<file path="src/rtl/mcs_regs.svh">
// Register map, field positions, reset values and cycle counts of the clock-rate selector.
// Notes on behaviour
// - With double speed on, the core finishes a machine cycle in 6 input periods.
// - A halving stage sits before the core phase logic; software can bypass it.
// - In standard mode the halved clock times the core and all peripherals; here only CORE_TICK_O follows it, the dividers count SYS_CLK_I periods.
// - A new double-speed setting takes effect only on a rising edge of the halved clock.
// - Bit 5 picks 6 or 12 periods for the counter array, only with double speed.
// - Bit 4 picks 6 or 12 periods for serial modes 0 and 2, only with double speed.
// - Bits 3, 2, 1 pick 6 or 12 periods for timers 2, 1, 0, only with double speed.
// - Double-speed bit clear means 12 periods per cycle for core and every peripheral.
// - Double-speed bit set means 6 core periods and enables the peripheral select bits.
// - After power-up the double-speed bit is loaded from the security configuration byte.
// - Without a double-speed request in that byte the bit comes up cleared.
// - The second control register holds the SPI select in bit 0; upper bits reserved.
`ifndef MCS_REGS_SVH
`define MCS_REGS_SVH

// Printed register offsets are word indices; the bus byte address is four times the index.
`define MCS_CTRL0_IDX 8'h8f
`define MCS_CTRL1_IDX 8'haf
`define MCS_STATUS_IDX 8'hc0
`define MCS_CTRL0_ADDR 12'h23c
`define MCS_CTRL1_ADDR 12'h2bc
`define MCS_STATUS_ADDR 12'h300

// Fields of clock_rate_control_0.
`define MCS_CTRL0_DBL_BIT 0
`define MCS_CTRL0_T0_BIT 1
`define MCS_CTRL0_T1_BIT 2
`define MCS_CTRL0_T2_BIT 3
`define MCS_CTRL0_SER_BIT 4
`define MCS_CTRL0_CNT_BIT 5
`define MCS_CTRL0_MASK 8'h3f
`define MCS_CTRL0_RESET 8'h00

// Fields of clock_rate_control_1.
`define MCS_CTRL1_SPI_BIT 0
`define MCS_CTRL1_MASK 8'h01
`define MCS_CTRL1_RESET 8'h00

// Fields of the status register.
`define MCS_STAT_DBL_EFF_BIT 0
`define MCS_STAT_DBL_PEND_BIT 1
`define MCS_STAT_HALF_BIT 2

// Input clock periods per machine or peripheral cycle.
`define MCS_STD_PERIODS 12
`define MCS_DBL_PERIODS 6
`define MCS_HALF_RATIO 2

`endif

</file>
<file path="src/rtl/mcs_pkg.sv">
// Types shared by the clock-rate selector modules.
package mcs_pkg;

    // Index of each cycle divider inside the selector.
    typedef enum logic [2:0] {
        MCS_CORE = 3'b000,
        MCS_CNT_ARRAY = 3'b001,
        MCS_SERIAL = 3'b010,
        MCS_TIMER2 = 3'b011,
        MCS_TIMER1 = 3'b100,
        MCS_TIMER0 = 3'b101,
        MCS_SPI = 3'b110
    } mcs_div_idx_e;

    localparam int MCS_NUM_DIV = 7;

    typedef logic [7:0] mcs_byte_t;

endpackage : mcs_pkg

</file>
<file path="src/rtl/mcs_div_if.sv">
// Link between the selector and one cycle divider.
`timescale 1ns/10ps
`default_nettype none
interface mcs_div_if;
    logic sel_long;
    logic tick;
    modport ctrl (output sel_long, input tick);
    modport div (input sel_long, output tick);
endinterface : mcs_div_if
`default_nettype wire

</file>
<file path="src/rtl/mcs_top.sv">
// Clock-rate selector: control registers on AHB-Lite, halving stage and cycle dividers.
`timescale 1ns/10ps
`default_nettype none
`include "mcs_regs.svh"
module mcs_top
    import mcs_pkg::*;
(
    // Crystal clock and reset
    input wire logic SYS_CLK_I,
    input wire logic RST_N_I,
    // Double-speed request from the security configuration byte
    input wire logic SEC_CFG_DBL_I,
    // AHB-Lite slave
    input wire logic HSEL_I,
    input wire logic [31:0] HADDR_I,
    input wire logic [1:0] HTRANS_I,
    input wire logic HWRITE_I,
    input wire logic [2:0] HSIZE_I,
    input wire logic [31:0] HWDATA_I,
    input wire logic HREADY_I,
    output logic [31:0] HRDATA_O,
    output logic HREADYOUT_O,
    output logic HRESP_O,
    // Clock outputs
    output logic HALF_CLK_O,
    output logic CORE_TICK_O,
    output logic MACHINE_CYCLE_O,
    output logic [5:0] PERIPH_CYCLE_O,
    output logic DOUBLE_SPEED_O
);

    // Bus address phase capture.

    logic addr_valid;
    logic [7:0] addr_idx;
    logic wr_pend_q;
    logic wr_pend_d;
    logic [7:0] wr_idx_q;
    logic [7:0] wr_idx_d;

    // Only bits 9..2 are decoded, so the map repeats every 1 KiB.
    assign addr_valid = HSEL_I && HREADY_I && HTRANS_I[1];
    assign addr_idx = HADDR_I[9:2];

    always_comb begin
        wr_pend_d = addr_valid && HWRITE_I;
        wr_idx_d = addr_valid ? addr_idx : wr_idx_q;
    end

    always_ff @(posedge SYS_CLK_I or negedge RST_N_I) begin
        if (!RST_N_I) begin
            wr_pend_q <= 1'b0;
            wr_idx_q <= 8'h00;
        end else begin
            wr_pend_q <= wr_pend_d;
            wr_idx_q <= wr_idx_d;
        end
    end

    // Control registers.

    mcs_byte_t ctrl0_q;
    mcs_byte_t ctrl0_d;
    mcs_byte_t ctrl1_q;
    mcs_byte_t ctrl1_d;
    logic boot_q;
    logic boot_d;
    logic wr_ctrl0;
    logic wr_ctrl1;

    assign wr_ctrl0 = wr_pend_q && (wr_idx_q == `MCS_CTRL0_IDX);
    assign wr_ctrl1 = wr_pend_q && (wr_idx_q == `MCS_CTRL1_IDX);

    // The strap is taken on the first edge after reset release, never under reset itself.
    always_comb begin
        ctrl0_d = ctrl0_q;
        ctrl1_d = ctrl1_q;
        boot_d = 1'b0;
        if (boot_q) begin
            ctrl0_d[`MCS_CTRL0_DBL_BIT] = SEC_CFG_DBL_I;
        end else if (wr_ctrl0) begin
            ctrl0_d = HWDATA_I[7:0] & `MCS_CTRL0_MASK;
        end
        if (wr_ctrl1) begin
            ctrl1_d = HWDATA_I[7:0] & `MCS_CTRL1_MASK;
        end
    end

    always_ff @(posedge SYS_CLK_I or negedge RST_N_I) begin
        if (!RST_N_I) begin
            ctrl0_q <= `MCS_CTRL0_RESET;
            ctrl1_q <= `MCS_CTRL1_RESET;
            boot_q <= 1'b1;
        end else begin
            ctrl0_q <= ctrl0_d;
            ctrl1_q <= ctrl1_d;
            boot_q <= boot_d;
        end
    end

    // Halving stage and glitch-free mode switch.

    logic half_q;
    logic half_d;
    logic dbl_eff_q;
    logic dbl_eff_d;
    logic core_tick_q;
    logic core_tick_d;
    logic half_rise;

    // The halved clock rises on the edge where half_q goes from 0 to 1.
    assign half_rise = !half_q;

    always_comb begin
        half_d = ~half_q;
        // A new setting is applied only where the halved clock rises, so a
        // core tick is never cut short in the middle of a halved period.
        if (half_rise) begin
            dbl_eff_d = ctrl0_q[`MCS_CTRL0_DBL_BIT];
        end else begin
            dbl_eff_d = dbl_eff_q;
        end
        // Standard mode ticks once per halved period; double speed bypasses it.
        core_tick_d = dbl_eff_d ? 1'b1 : half_rise;
    end

    always_ff @(posedge SYS_CLK_I or negedge RST_N_I) begin
        if (!RST_N_I) begin
            half_q <= 1'b0;
            dbl_eff_q <= 1'b0;
            core_tick_q <= 1'b0;
        end else begin
            half_q <= half_d;
            dbl_eff_q <= dbl_eff_d;
            core_tick_q <= core_tick_d;
        end
    end

    // Cycle dividers for the core and each peripheral.

    logic [MCS_NUM_DIV-1:0] sel_bit;
    logic [MCS_NUM_DIV-1:0] div_tick;

    // A set select bit asks for 12 periods; the core has no select bit.
    always_comb begin
        sel_bit = '0;
        sel_bit[MCS_CNT_ARRAY] = ctrl0_q[`MCS_CTRL0_CNT_BIT];
        sel_bit[MCS_SERIAL] = ctrl0_q[`MCS_CTRL0_SER_BIT];
        sel_bit[MCS_TIMER2] = ctrl0_q[`MCS_CTRL0_T2_BIT];
        sel_bit[MCS_TIMER1] = ctrl0_q[`MCS_CTRL0_T1_BIT];
        sel_bit[MCS_TIMER0] = ctrl0_q[`MCS_CTRL0_T0_BIT];
        sel_bit[MCS_SPI] = ctrl1_q[`MCS_CTRL1_SPI_BIT];
    end

    mcs_div_if div_lnk [MCS_NUM_DIV] ();

    for (genvar g = 0; g < MCS_NUM_DIV; g++) begin : g_div
        // Standard mode forces the long count everywhere; the select bits
        // only count once double speed is in effect.
        assign div_lnk[g].sel_long = !dbl_eff_q || sel_bit[g];
        assign div_tick[g] = div_lnk[g].tick;

        mcs_div #(
            .SHORT_PERIODS(`MCS_DBL_PERIODS),
            .LONG_PERIODS(`MCS_STD_PERIODS),
            .CNT_W(4)
        ) u_div (
            .clk_i(SYS_CLK_I),
            .rst_n_i(RST_N_I),
            .lnk(div_lnk[g])
        );
    end

    // Read data.

    logic [31:0] rdata_q;
    logic [31:0] rdata_d;
    mcs_byte_t ctrl0_view;
    mcs_byte_t ctrl1_view;
    mcs_byte_t status_view;

    // A read right behind a write sees the value being written, not the old one.
    always_comb begin
        ctrl0_view = wr_ctrl0 ? (HWDATA_I[7:0] & `MCS_CTRL0_MASK) : ctrl0_q;
        ctrl1_view = wr_ctrl1 ? (HWDATA_I[7:0] & `MCS_CTRL1_MASK) : ctrl1_q;
        status_view = 8'h00;
        status_view[`MCS_STAT_DBL_EFF_BIT] = dbl_eff_q;
        status_view[`MCS_STAT_DBL_PEND_BIT] = ctrl0_view[`MCS_CTRL0_DBL_BIT] ^ dbl_eff_q;
        status_view[`MCS_STAT_HALF_BIT] = half_q;
        rdata_d = 32'h0000_0000;
        if (addr_valid && !HWRITE_I) begin
            case (addr_idx)
                `MCS_CTRL0_IDX: rdata_d = {24'h00_0000, ctrl0_view};
                `MCS_CTRL1_IDX: rdata_d = {24'h00_0000, ctrl1_view};
                `MCS_STATUS_IDX: rdata_d = {24'h00_0000, status_view};
                default: rdata_d = 32'h0000_0000;
            endcase
        end
    end

    always_ff @(posedge SYS_CLK_I or negedge RST_N_I) begin
        if (!RST_N_I) begin
            rdata_q <= 32'h0000_0000;
        end else begin
            rdata_q <= rdata_d;
        end
    end

    // Outputs.

    assign HRDATA_O = rdata_q;
    assign HREADYOUT_O = 1'b1;
    assign HRESP_O = 1'b0;
    assign HALF_CLK_O = half_q;
    assign CORE_TICK_O = core_tick_q;
    assign MACHINE_CYCLE_O = div_tick[MCS_CORE];
    assign PERIPH_CYCLE_O = div_tick[MCS_NUM_DIV-1:1];
    assign DOUBLE_SPEED_O = dbl_eff_q;

endmodule : mcs_top
`default_nettype wire

</file>
<file path="src/rtl/mcs_div.sv">
// Cycle divider: one-cycle tick every short or long count of input periods.
`timescale 1ns/10ps
`default_nettype none
`include "mcs_regs.svh"
module mcs_div #(
    parameter int SHORT_PERIODS = `MCS_DBL_PERIODS,
    parameter int LONG_PERIODS = `MCS_STD_PERIODS,
    parameter int CNT_W = 4
) (
    // Clock and reset
    input wire logic clk_i,
    input wire logic rst_n_i,
    // Selector link
    mcs_div_if.div lnk
);
    import mcs_pkg::*;

    if (SHORT_PERIODS < 1 || LONG_PERIODS < SHORT_PERIODS ||
            LONG_PERIODS > (1 << CNT_W)) begin : g_bad_param
        $error("mcs_div: period counts do not fit the counter");
    end

    localparam logic [CNT_W-1:0] SHORT_LAST = CNT_W'(SHORT_PERIODS - 1);
    localparam logic [CNT_W-1:0] LONG_LAST = CNT_W'(LONG_PERIODS - 1);

    logic [CNT_W-1:0] cnt_q;
    logic [CNT_W-1:0] cnt_d;
    logic tick_q;
    logic tick_d;
    logic [CNT_W-1:0] last;

    // A switch to the short count while past its end wraps at once, so no cycle is lost.
    always_comb begin
        last = lnk.sel_long ? LONG_LAST : SHORT_LAST;
        if (cnt_q >= last) begin
            cnt_d = '0;
            tick_d = 1'b1;
        end else begin
            cnt_d = cnt_q + CNT_W'(1);
            tick_d = 1'b0;
        end
    end

    always_ff @(posedge clk_i or negedge rst_n_i) begin
        if (!rst_n_i) begin
            cnt_q <= '0;
            tick_q <= 1'b0;
        end else begin
            cnt_q <= cnt_d;
            tick_q <= tick_d;
        end
    end

    assign lnk.tick = tick_q;

endmodule : mcs_div
`default_nettype wire

</file>
<file path="config.mk">
export PLATFORM = sky130hd
export DESIGN_NAME = mcs_top
export DESIGN_NICKNAME = d
export VERILOG_FILES = /design/src/rtl/mcs_pkg.sv /design/src/rtl/mcs_div_if.sv /design/src/rtl/mcs_top.sv /design/src/rtl/mcs_div.sv
export VERILOG_INCLUDE_DIRS = /design/src /design/src/rtl
export SDC_FILE = /design/constraint.sdc
export NUM_CORES = 1
export LEC_CHECK = 0
export ABC_CLOCK_PERIOD_IN_PS = 2750
export BUFFER_PORTS_ARGS = -buffer_cell sky130_fd_sc_hd__buf_2
export CORE_ASPECT_RATIO = 0.5
export CORE_MARGIN = 8
export CORE_UTILIZATION = 28
export DETAILED_ROUTE_END_ITERATION = 8
export MAX_ROUTING_LAYER = met4
export PLACE_DENSITY = 0.46
export SYNTH_ARGS = -nofsm -noshare
export SYNTH_HDL_FRONTEND = slang
export SYNTH_SLANG_ARGS = --single-unit
export TNS_END_PERCENT = 1
</file>
<file path="constraint.sdc">
create_clock -name SYS_CLK_I -period 2.75 [get_ports SYS_CLK_I]
set_clock_uncertainty 0.1 [all_clocks]
set_input_delay 0.275 -clock SYS_CLK_I [delete_from_list [all_inputs] [get_ports SYS_CLK_I]]
set_output_delay 0.275 -clock SYS_CLK_I [all_outputs]
set_load 0.01 [all_outputs]
</file>
== Word level (Yosys, flattened, before mapping) ==
Cells that the tools add are included.
Cells by class
  add/subtract/negate cells: 7
  $lt $le $gt $ge: 7
  eq/ne operators: 5
  mux-type cells: 28
  bitwise logic cells: 2
  reductions and logical operators: 15
Operators with widths (number)
  $mux W4: 14
  $eq A8 B8 Y1 const B: 5
  $mux W32: 1
  $add A4 B1 Y4 const B: 7
  $ge A4 B4 Y1: 7
  $pmux W8 S3: 1
  $mux W8: 2
  $mux W1: 10
  $logic_and A1 B1 Y1: 6
  $logic_or A1 B1 Y1: 6
  $logic_not A1 Y1: 3
  $not A1 Y1: 1
  $xor A1 B1 Y1: 1
Storage, ports and cells
  register bits after elaboration: 96
  input bits: 75
  output and inout bits: 44

== Logic depth before layout (Yosys ltp) ==
Gate-level depths: netlist of run 1.
  word-level depth: 6
  gate-level depth with buffers: 8
  gate-level depth less buffers: 8

== Hierarchy ==
From an unflattened synthesis of run 1, not the netlist that was laid out.
Unflattened totals
  cells, all modules: 311
  area total of the unflattened synthesis: 3587.2 um2
By module, submodules not included
  mcs_top: times used 1, cells each 157, area each 1861.8 um2, sequential area each 927.1 um2
  mcs_div: times used 7, cells each 22, area each 246.5 um2, sequential area each 125.1 um2

== Worst setup path after synthesis of run 1 ==
No wires, ideal clock.
  kind: reg-to-reg
  start point: register wr_idx_q[6]
  end point: register rdata_q[1], in the netlist HRDATA_O[1]
  arrival: 1448 ps
  required time: 2508 ps
  setup slack: 1060 ps
  stages on the path, launching flop included: 6
  buffers on the path: 0
  cell sequence: dfrtp_1 -> nand4bb_4 -> nor3_4 -> mux2_1 -> a22oi_1 -> a21oi_1
Between the ends
  longest elaborated chain between the ends: 6
  elaborated cells between the ends (all ways): 9
  classes of those cells: eq/ne (2); mux (4); bitwise (1); reduce/logical (2)
RTL lines
  start, declared: line mcs_top.sv:38  | logic [7:0] wr_idx_q;
  start signal, assigned: line mcs_top.sv:56  | wr_idx_q <= wr_idx_d;
  $eq A8 B8 Y1 (no source line)
  $logic_and A1 B1 Y1: line mcs_top.sv:71  | assign wr_ctrl0 = wr_pend_q && (wr_idx_q == `MCS_CTRL0_IDX);
  $mux W8
  $xor A1 B1 Y1: line mcs_top.sv:188  | status_view[`MCS_STAT_DBL_PEND_BIT] = ctrl0_view[`MCS_CTRL0_DBL_BIT] ^ dbl_eff_q;
  $pmux W8 S3 (*): line mcs_top.sv:192  | case (addr_idx)
  $mux W32 (*): line mcs_top.sv:191  | if (addr_valid && !HWRITE_I) begin
  via rdata_d[1]: line mcs_top.sv:177  | logic [31:0] rdata_d;
  end signal, assigned: line mcs_top.sv:205  | rdata_q <= rdata_d;
  end, declared: line mcs_top.sv:176  | logic [31:0] rdata_q;
The timed path passes the listed nets; every way through them passes the cells marked *.
A chain may end at the register's enable or synchronous reset.

== Worst setup path in the final report of run 1 ==
  start point: register dbl_eff_q, in the netlist DOUBLE_SPEED_O
  end point: register g_div[1].u_div.cnt_q[3]
Between the ends
  longest elaborated chain between the ends: 5
RTL lines
  start, declared: line mcs_top.sv:105  | logic dbl_eff_q;
  start signal, assigned: line mcs_top.sv:134  | dbl_eff_q <= dbl_eff_d;
  $logic_not A1 Y1: line mcs_top.sv:160  | assign div_lnk[g].sel_long = !dbl_eff_q || sel_bit[g];
  $logic_or A1 B1 Y1: line mcs_top.sv:160
  $mux W4: line mcs_div.sv:34  | last = lnk.sel_long ? LONG_LAST : SHORT_LAST;
  $ge A4 B4 Y1: line mcs_div.sv:35  | if (cnt_q >= last) begin
  $mux W4: line mcs_div.sv:35
  via g_div[1].u_div.cnt_d[3]: line mcs_div.sv:27  | logic [CNT_W-1:0] cnt_d;
  end signal, assigned: line mcs_div.sv:49  | cnt_q <= cnt_d;
  end, declared: line mcs_div.sv:26  | logic [CNT_W-1:0] cnt_q;
The timed path passes the listed nets, and every way through them passes these cells.

==> out/qor.txt, run 1 <==
first-pass GRT wire length = 11200 um
DRC violations left = 0
H-tree levels = 3
Power Total = 3.50 mW
diode count = 0
Yosys warnings = 0
vias in the first global route = 2316
largest cells by area after synthesis = dfrtp_1 50%, ha_1 9.8%, buf_4 6.8%, mux2_2 5.4%, nor2_1 3.7%
final setup fails = 0
violated checks = negative hold slack
chip width = 175 um
Final Cycle Share = 70.6%
initial antenna violation count = 0
core area = 12500 um^2
cts repair resizes = 0
DR vias = 2115
Yosys top cell by area = dfrtp_1
Final #Nets = 455
mux cell area share after synthesis = 6.43%
layout cells sized above 1 = 21.3%
unrepaired setup endpoints after global routing = false
Leak = 2.05 nW
Worst Path Arrival = 2.09 ns
post-CTS setup buffer count = 0
Max IR drop VDD = 267 uV
FP Rows = 29
final count of pins violating max slew = 0
All-Layer GR Usage = 8.65%
WL per Instance = 12.2 um
gpl congestion = 0.682
crit-path max FO = 12
Starting Density = 28.4%
syn_area_per_cell = 11.4 um^2
clk_lat worst skew = 0.33 ns
hold_ws = -0.0211 ns
pwr/cell area = 859 nW/um^2
XOR/XNOR share of the synthesized area = 3.45%
Syn Std Cell Area = 3560 um^2
Reg-to-Reg End = g_div[1].u_div.cnt_q[3]
Worst setup startpoint = DOUBLE_SPEED_O
CTS buffer count = 9
Reg2Reg Depth = 8
CP Cell Sequence = nand2b_1, inv_1, ha_1, a21oi_1, nor2b_1, o21ai_0, nand2b_1, nor2_1
Synth-to-Final Area Change = 14.6%
routed wire length = 6450 um
crit path launch type = flip-flop
I/O Pins = 119
CP max stage cell = dfrtp_1
Sinks on Clock Net = 72
max cap viols = 0
crit path time final = 1.94 ns
Adder-Cell Fraction of Synth Area = 9.85%
area fraction in compound gates after synthesis = 4.71%
Max clock buf depth = 2
fillers = 1257
Reg clk slew, reported paths = 0.05 ns
setup TNS = 0 ns
1st-pass router iterations = 4
Largest stage delay, worst path = 0.64 ns
register area share after synthesis = 50.7%
top-area cell type share of the netlist area = 49.9%
fmax = 0.515 GHz
main combinational cell family by area after synthesis = simple AND/OR/NAND/NOR gates
number of synthesized flops with an enable pin = 0
critical path class = flip-flop to flip-flop
Worst Hold Class = input port to async pin
Die ar. = 16800 um^2
Commonest cells post-synth = 71 x dfrtp_1, 35 x nor2_1, 32 x buf_4
status = complete, but fails checks
Final ANT Viol Nets = 0
number of DRC markers in iteration 0 = 75
reg-to-reg startpoint = DOUBLE_SPEED_O
TritonCTS clock tree = done
Die Span Y = 95.7 um
Crit. End Element = flip-flop
slew of the pin with the lowest slew margin = 0.911 ns
GRT overflow = 0
CTS Hold Bufs = 0
synth unique cells = 37
r2r setup slk = 0.81 ns
asr flop ratio synth = 100%
Synth Flop Type = dfrtp_1
Post-Syn Instances = 311
#FFs+latches synth = 72
CP Data Required Time = 2.90 ns
Vias/cell = 4.01
port bufs = 38
slew margin rel. = 39.3%
simple-gate share of the synthesized area = 15.9%
most frequent cell after synthesis = dfrtp_1
Final Hold Fails = 25
crit path capture = g_div[1].u_div.cnt_q[3]
critical path's most frequent cell = nand2b_1
largest net degree at the start of global routing = 73
CTS root buf = clkbuf_16
DPL Wire Length = 4710 um
-- state kept, by name, summed over array words and instances (netlist names) --
signal                count
CORE_TICK_O               1
DOUBLE_SPEED_O            1
HALF_CLK_O                1
HRDATA_O                  8
boot_q                    1
ctrl0_q                   8
ctrl1_q                   8
g_div.u_div.cnt_q        28
g_div.u_div.lnk.tick      7
wr_idx_q                  8
wr_pend_q                 1
-- worst min-delay path by stage --
stage | start | slack (ns) | end | depth (start not counted)
2_1_floorplan | RST_N_I | -0.12 | CORE_TICK_O | 0
3_3_place_gp | ctrl1_q[2] | 0.37 | ctrl1_q[2] | 1
3_5_place_dp | ctrl1_q[5] | 0.37 | ctrl1_q[5] | 1
4_1_cts | RST_N_I | 0.03 | wr_idx_q[5] | 1
5_1_grt | RST_N_I | 0.07 | HRDATA_O[0] | 1
6_report | RST_N_I | -0.02 | wr_idx_q[0] | 1
-- critical path, delay by kind of cell, from the launching register on --
kind / cells / cell delay [ns]
AOI/OAI and AO/OA: 2 / 0.28
buffers and inverters: 1 / 0.10
and+or+nand+nor: 4 / 0.51
DFF: 1 / 0.64
adders and majority gates: 1 / 0.22
-- cell families after synthesis --
kind of cell / Yosys count
and+or+nand+nor: 95
adders and majority gates: 28
buffers and inverters: 51
DFF: 72
other: 2
muxes: 20
AOI/OAI and AO/OA: 29
xor gates and xnor gates: 14
-- layout make-up --
type                       instances  area [um^2]  share of cell area (%)
sequential                        72         1800                    44.2
multi-input combinational        213         1540                    37.7
clock buffer                      14          254                    6.23
tap                              170          213                    5.22
timing repair buffer              38          193                    4.73
inverter                          18         67.6                    1.66
clock inverter                     2         10.0                   0.245
-- stage by stage --
step	instance area, um^2	hold WS, ns	utilization, %	setup slack (ns)	std cells
after floorplan	3650	-0.121	-	1.06	336
after detailed placement	3810	0.370	30.5	0.770	511
after CTS	4080	0.0274	32.6	0.744	527
final	4080	-0.0211	32.6	0.809	527
after global placement	3810	0.370	30.5	0.791	511
after global routing	4080	0.0658	32.6	0.516	527
-- cells in the final DEF, fill, tap and decap left out, types with 2 or more instances in the layout --
| cell type | n |
|---|---|
| a22oi_1 | 8 |
| buf_2 | 37 |
| clkinv_2 | 2 |
| nand2b_1 | 13 |
| conb_1 | 27 |
| nor2b_1 | 10 |
| ha_1 | 28 |
| o21ai_0 | 8 |
| nand4b_1 | 2 |
| a21oi_1 | 11 |
| and2_1 | 7 |
| xnor2_1 | 7 |
| nor2_1 | 35 |
| clkbuf_1 | 4 |
| nand3_1 | 9 |
| clkbuf_16 | 9 |
| dfrtp_1 | 71 |
| nor2_4 | 2 |
| xor2_1 | 7 |
| mux2_2 | 17 |
| mux2_1 | 2 |
| inv_1 | 18 |
| nand2_1 | 5 |
-- report_power, final --
group | total [mW] | internal (mW) | switching [mW]
Clock | 1.04 | 0.633 | 0.410
Sequential | 1.57 | 1.35 | 0.221
Combinational | 0.893 | 0.415 | 0.477
-- metal layers --
layer / GRT usage, % / vias to the layer above / share of wire, % / wire length [um]
met2: 13.4 / 46 / 45 / 2880
met4: 3.57 / 0 / 1.7 / 108
met3: 2.82 / 12 / 5.5 / 353
li1: - / 1073 / - / -
met5: - / - / 0 / 0
met1: 10.4 / 984 / 48 / 3110
Power figures use the tool's default switching activity.
==> run 2: changes to the inputs <==
--- a/config.mk
+++ b/config.mk
@@ -6,7 +6,7 @@
 export SDC_FILE = /design/constraint.sdc
 export NUM_CORES = 1
 export LEC_CHECK = 0
-export ABC_CLOCK_PERIOD_IN_PS = 2750
+export ABC_CLOCK_PERIOD_IN_PS = 2000
 export BUFFER_PORTS_ARGS = -buffer_cell sky130_fd_sc_hd__buf_2
 export CORE_ASPECT_RATIO = 0.5
 export CORE_MARGIN = 8
==> constraint.sdc (replaced) <==
create_clock -name SYS_CLK_I -period 2 [get_ports SYS_CLK_I]
set_clock_uncertainty 0.1 [all_clocks]
set_input_delay 0.2 -clock SYS_CLK_I [delete_from_list [all_inputs] [get_ports SYS_CLK_I]]
set_output_delay 0.2 -clock SYS_CLK_I [all_outputs]
set_load 0.01 [all_outputs]
==> run 2 against run 1 <==
  * Largest cell class unchanged
  * Highest routed layer unchanged
  * Flip-flop and latch count unchanged
  * Setup slack got worse by 0.68 ns
  * Sequential share of layout area shrank 1.3 points
  * Die area stayed put
  * The flow now finishes without violations
==> out/qor.txt, run 2 (synthesis results as in run 1) <==
status = finished clean
port bufs = 38
crit path time final = 1.87 ns
gpl congestion = 0.691
clock power share = 32.1%
most common cell after layout, fill and taps aside = dfrtp_1
Synth-to-Final Area Change = 18.2%
core area = 12500 um^2
dpl cell area = 3880 um^2
Final ANT Viol Nets = 0
routed wire length = 6580 um
Final #Nets = 465
Sinks on Clock Net = 72
Crit. End Element = flip-flop
critical path class = flip-flop to flip-flop
CP max stage cell = nor3_4
chip width = 175 um
Worst Path Arrival = 1.95 ns
TritonCTS clock tree = done
Final Hold Fails = 0
final count of pins violating max slew = 0
diode count = 0
post-route cell area = 4210 um^2
Reg clk slew, reported paths = 0.06 ns
All-Layer GR Usage = 9.00%
most flop-heavy register = g_div.u_div.cnt_q
Starting Density = 28.4%
I/O Pins = 119
initial antenna violation count = 0
largest net degree at the start of global routing = 34
FP Rows = 29
DRC violations left = 0
r2r setup slk = 0.13 ns
switching part of the total power = 30.8%
H-tree levels = 3
slew of the pin with the lowest slew margin = 0.635 ns
Max IR drop VDD = 362 uV
CP Cell Sequence = nand4_2, nor3_4, mux2_1, a22oi_1, a21oi_1
CTS buffer count = 9
Flop pwr share = 42.8%
slew margin rel. = 57.4%
Worst Hold Class = input port to flip-flop
crit-path max FO = 6
CTS root buf = clkbuf_16
Largest stage delay, worst path = 0.41 ns
CP Data Required Time = 2.07 ns
number of DRC markers in iteration 0 = 74
unrepaired setup endpoints after global routing = false
logic gate share of total power = 25.0%
clk_lat worst skew = 0.33 ns
setup TNS = 0 ns
DR vias = 2173
Switch Pwr = 1.54 mW
GRT overflow = 0
vias in the first global route = 2326
DPL Wire Length = 4920 um
layout cells sized above 1 = 24.0%
fmax = 0.534 GHz
crit path launch type = flip-flop
Largest register FFs = 28
pwr/cell area = 1190 nW/um^2
Die ar. = 16800 um^2
pre-CTS setup slack = 0.0457 ns
Internal Power = 3.47 mW
first-pass GRT wire length = 11600 um
commonest non-fill, non-tap cells in the layout = 70 x dfrtp_1, 37 x buf_2, 35 x nor2_1
Max clock buf depth = 2
final worst slack = 0.126 ns
final setup fails = 0
fin util = 33.6%
Final Cycle Share = 93.7%
Die Span Y = 95.7 um
Leak = 2.12 nW
WL per Instance = 12.2 um
max cap viols = 0
Vias/cell = 4.05
1st-pass router iterations = 4
## run 2: changes by cell type in the layout (fill, tap and decap cells not counted)
cell / previous run / this run
buf_4: 1 / 9
buf_12: 0 / 1
clkbuf_8: 1 / 2
clkbuf_1: 4 / 2
bufinv_16: 0 / 1
dlygate4sd3_1: 0 / 1
dfrtp_2: 0 / 1
dfrtp_1: 71 / 70
## run 2: metrics by stage
| stage | power (mW) | std cells | hold slack [ns] |
|---|---|---|---|
| final | 5.01 | 537 | 0.0133 |
| after global routing | 5.49 | 537 | 0.00937 |
| after CTS | 5.11 | 535 | 0.00270 |
| after detailed placement | 3.46 | 518 | 0.0351 |
| after global placement | 3.42 | 518 | 0.0334 |
| after floorplan | 3.18 | 336 | -0.196 |
## run 2: final timing paths
check                             from  cells past startpoint          end
max                        wr_idx_q[3]                      5  HRDATA_O[1]
min                         HADDR_I[9]                      2  wr_idx_q[7]
max reg2reg                wr_idx_q[3]                      5  HRDATA_O[1]
min reg2reg                 ctrl1_q[2]                      1   ctrl1_q[2]
max in group asynchronous      RST_N_I                      3       boot_q
min in group asynchronous      RST_N_I                      2  wr_idx_q[0]
## run 2: routing by layer
| metal | part of all wire (%) | vias up | global-route usage (%) |
|---|---|---|---|
| met3 | 4.9 | 9 | 2.74 |
| met5 | 0 | - | - |
| met4 | 2.0 | 0 | 4.20 |
| met1 | 48 | 1022 | 11.0 |
| met2 | 45 | 51 | 13.7 |
| li1 | - | 1091 | - |
## run 2: final cells by class
class | count | area, um^2
fill | 1271 | 8310
sequential | 72 | 1800
multi-input combinational | 213 | 1540
timing repair buffer | 48 | 283
clock buffer | 13 | 260
tap | 170 | 213
inverter | 18 | 67.6
clock inverter | 3 | 40.0
## run 2: power groups by stage
stage / combinational, mW / sequential (mW) / clock [mW]
floorplan: 1.06 / 2.11 / 0
global placement: 1.23 / 2.19 / 0
detailed placement: 1.27 / 2.18 / 0
CTS: 1.28 / 2.16 / 1.67
global route: 1.55 / 2.21 / 1.73
finish: 1.25 / 2.15 / 1.61
## run 2: critical path, delay by kind of cell, from the launching register on
kind | cells | cell delay (ns)
AOI/OAI and AO/OA | 2 | 0.24
DFF | 1 | 0.38
muxes | 1 | 0.37
and+or+nand+nor | 2 | 0.62
## run 2: what timing repair did
action	CTS	global route
endpoints found under the setup margin	0	31
hold buffers	1	0
hold endpoints to repair	23	0
setup buffers	0	2
gates resized for setup	0	1
==> run 3: changes to the inputs <==
--- a/config.mk
+++ b/config.mk
@@ -11,6 +11,7 @@
 export CORE_ASPECT_RATIO = 0.5
 export CORE_MARGIN = 8
 export CORE_UTILIZATION = 28
+export CTS_BUF_LIST = sky130_fd_sc_hd__clkbuf_8
 export DETAILED_ROUTE_END_ITERATION = 8
 export MAX_ROUTING_LAYER = met4
 export PLACE_DENSITY = 0.46
==> run 3 against run 2 <==
  * Clock power is 28% lower
  * Largest power group unchanged
  * Hold slack improved by 0.0060 ns
  * Cell count increased by 2.0%
==> out/qor.txt, run 3 (synthesis results as in run 1) <==
status = finished clean
core area = 12500 um^2
reg-to-reg startpoint = wr_idx_q[3]
Crit. End Element = flip-flop
Worst Hold Class = input port to flip-flop
Reg clk slew, reported paths = 0.07 ns
Final ANT Viol Nets = 0
Starting Density = 28.4%
most flop-heavy register = g_div.u_div.cnt_q
fmax = 0.539 GHz
final worst slack = 0.145 ns
Die ar. = 16800 um^2
largest net degree at the start of global routing = 34
H-tree levels = 3
critical path class = flip-flop to flip-flop
layout cells sized above 1 = 23.0%
gpl congestion = 0.691
DRC violations left = 0
routed wire length = 6650 um
Vias/cell = 4.02
FP Rows = 29
final setup fails = 0
Power Total = 4.57 mW
max cap viols = 0
initial antenna violation count = 0
Hold Startpoint = HWDATA_I[0]
1st-pass router iterations = 4
crit path launch type = flip-flop
post-CTS setup buffer count = 0
chip width = 175 um
commonest non-fill, non-tap cells in the layout = 70 x dfrtp_1, 37 x buf_2, 35 x nor2_1
dpl cell area = 3880 um^2
crit-path max FO = 6
first-pass GRT wire length = 11700 um
I/O Pins = 119
CTS buffer count = 9
Max IR drop VDD = 300 uV
All-Layer GR Usage = 9.05%
Sinks on Clock Net = 72
crit path time final = 1.86 ns
post-route cell area = 4220 um^2
CP Data Required Time = 2.12 ns
hold_ws = 0.0193 ns
Final Hold Fails = 0
GRT overflow = 0
DR vias = 2201
port bufs = 38
WL per Instance = 12.1 um
Max clock buf depth = 2
Final Cycle Share = 92.8%
Non-Filler Instances = 548
vias in the first global route = 2380
DPL Wire Length = 4920 um
Inst Count DP = 518
fin util = 33.7%
clk_lat worst skew = 0.35 ns
Final #Nets = 476
pwr/cell area = 1080 nW/um^2
Worst Path Arrival = 1.97 ns
Die Span Y = 95.7 um
pre-CTS setup slack = 0.0457 ns
final count of pins violating max slew = 0
TritonCTS clock tree = done
Leak = 2.12 nW
Worst setup startpoint = wr_idx_q[3]
Largest register FFs = 28
most common cell after layout, fill and taps aside = dfrtp_1
unrepaired setup endpoints after global routing = true
CTS root buf = clkbuf_8
fillers = 1282
setup TNS = 0 ns
Synth-to-Final Area Change = 18.7%
diode count = 0
number of DRC markers in iteration 0 = 77
==> run 3: cell count changes in the layout (fill, tap and decap cells not counted), moves of 2 or more <==
cell           change
buf_4              -2
clkbuf_8           +9
inv_1              +2
clkbuf_16          -9
dlygate4sd3_1     +13
clkbuf_1           -2
==> run 3: power breakdown <==
part / internal, mW / switching (mW) / leakage (nW) / total (mW)
clock: 0.631 / 0.527 / 0.112 / 1.16
sequential: 1.85 / 0.298 / 0.923 / 2.15
combinational: 0.600 / 0.666 / 1.09 / 1.27
total: 3.08 / 1.49 / 2.12 / 4.57
==> run 3: final timing paths <==
check                                   end  slack, ns  cells past startpoint
max in group asynchronous            boot_q       1.00                      3
worst min-delay path             ctrl1_q[0]       0.02                      2
worst max register to register  HRDATA_O[1]       0.14                      5
worst min register to register   ctrl1_q[6]       0.39                      1
worst max-delay path            HRDATA_O[1]       0.14                      5
min in group asynchronous       wr_idx_q[0]       0.20                      2
==> run 3: critical path: stages, from the launching register on <==
cell	delay, ns
dfrtp_1	0.39
nand4_2	0.21
nor3_4	0.41
mux2_1	0.37
a22oi_1	0.14
a21oi_1	0.10
==> run 3: final cells by class <==
| class | instances | area, um^2 | area share, % |
|---|---|---|---|
| flip-flops and latches | 72 | 1800 | 42.7 |
| repair buffers | 59 | 398 | 9.42 |
| clock inverters | 5 | 47.5 | 1.13 |
| well taps | 170 | 213 | 5.04 |
| multi-input cells | 213 | 1540 | 36.5 |
| inverters | 18 | 67.6 | 1.60 |
| clock buffers | 11 | 151 | 3.59 |
==> run 3: timing repair <==
item,in CTS,in global routing
hold buffers,14,0
resized for setup,0,3
hold endpoints to repair,69,0
setup endpoints to repair,0,38
==> run 3: per-layer routing <==
metal	GRT usage (%)	vias up	wire length (um)
met5	-	-	0
met4	3.78	0	120
met3	2.62	11	336
met2	14.0	52	2990
met1	11.0	1031	3200
li1	-	1107	-
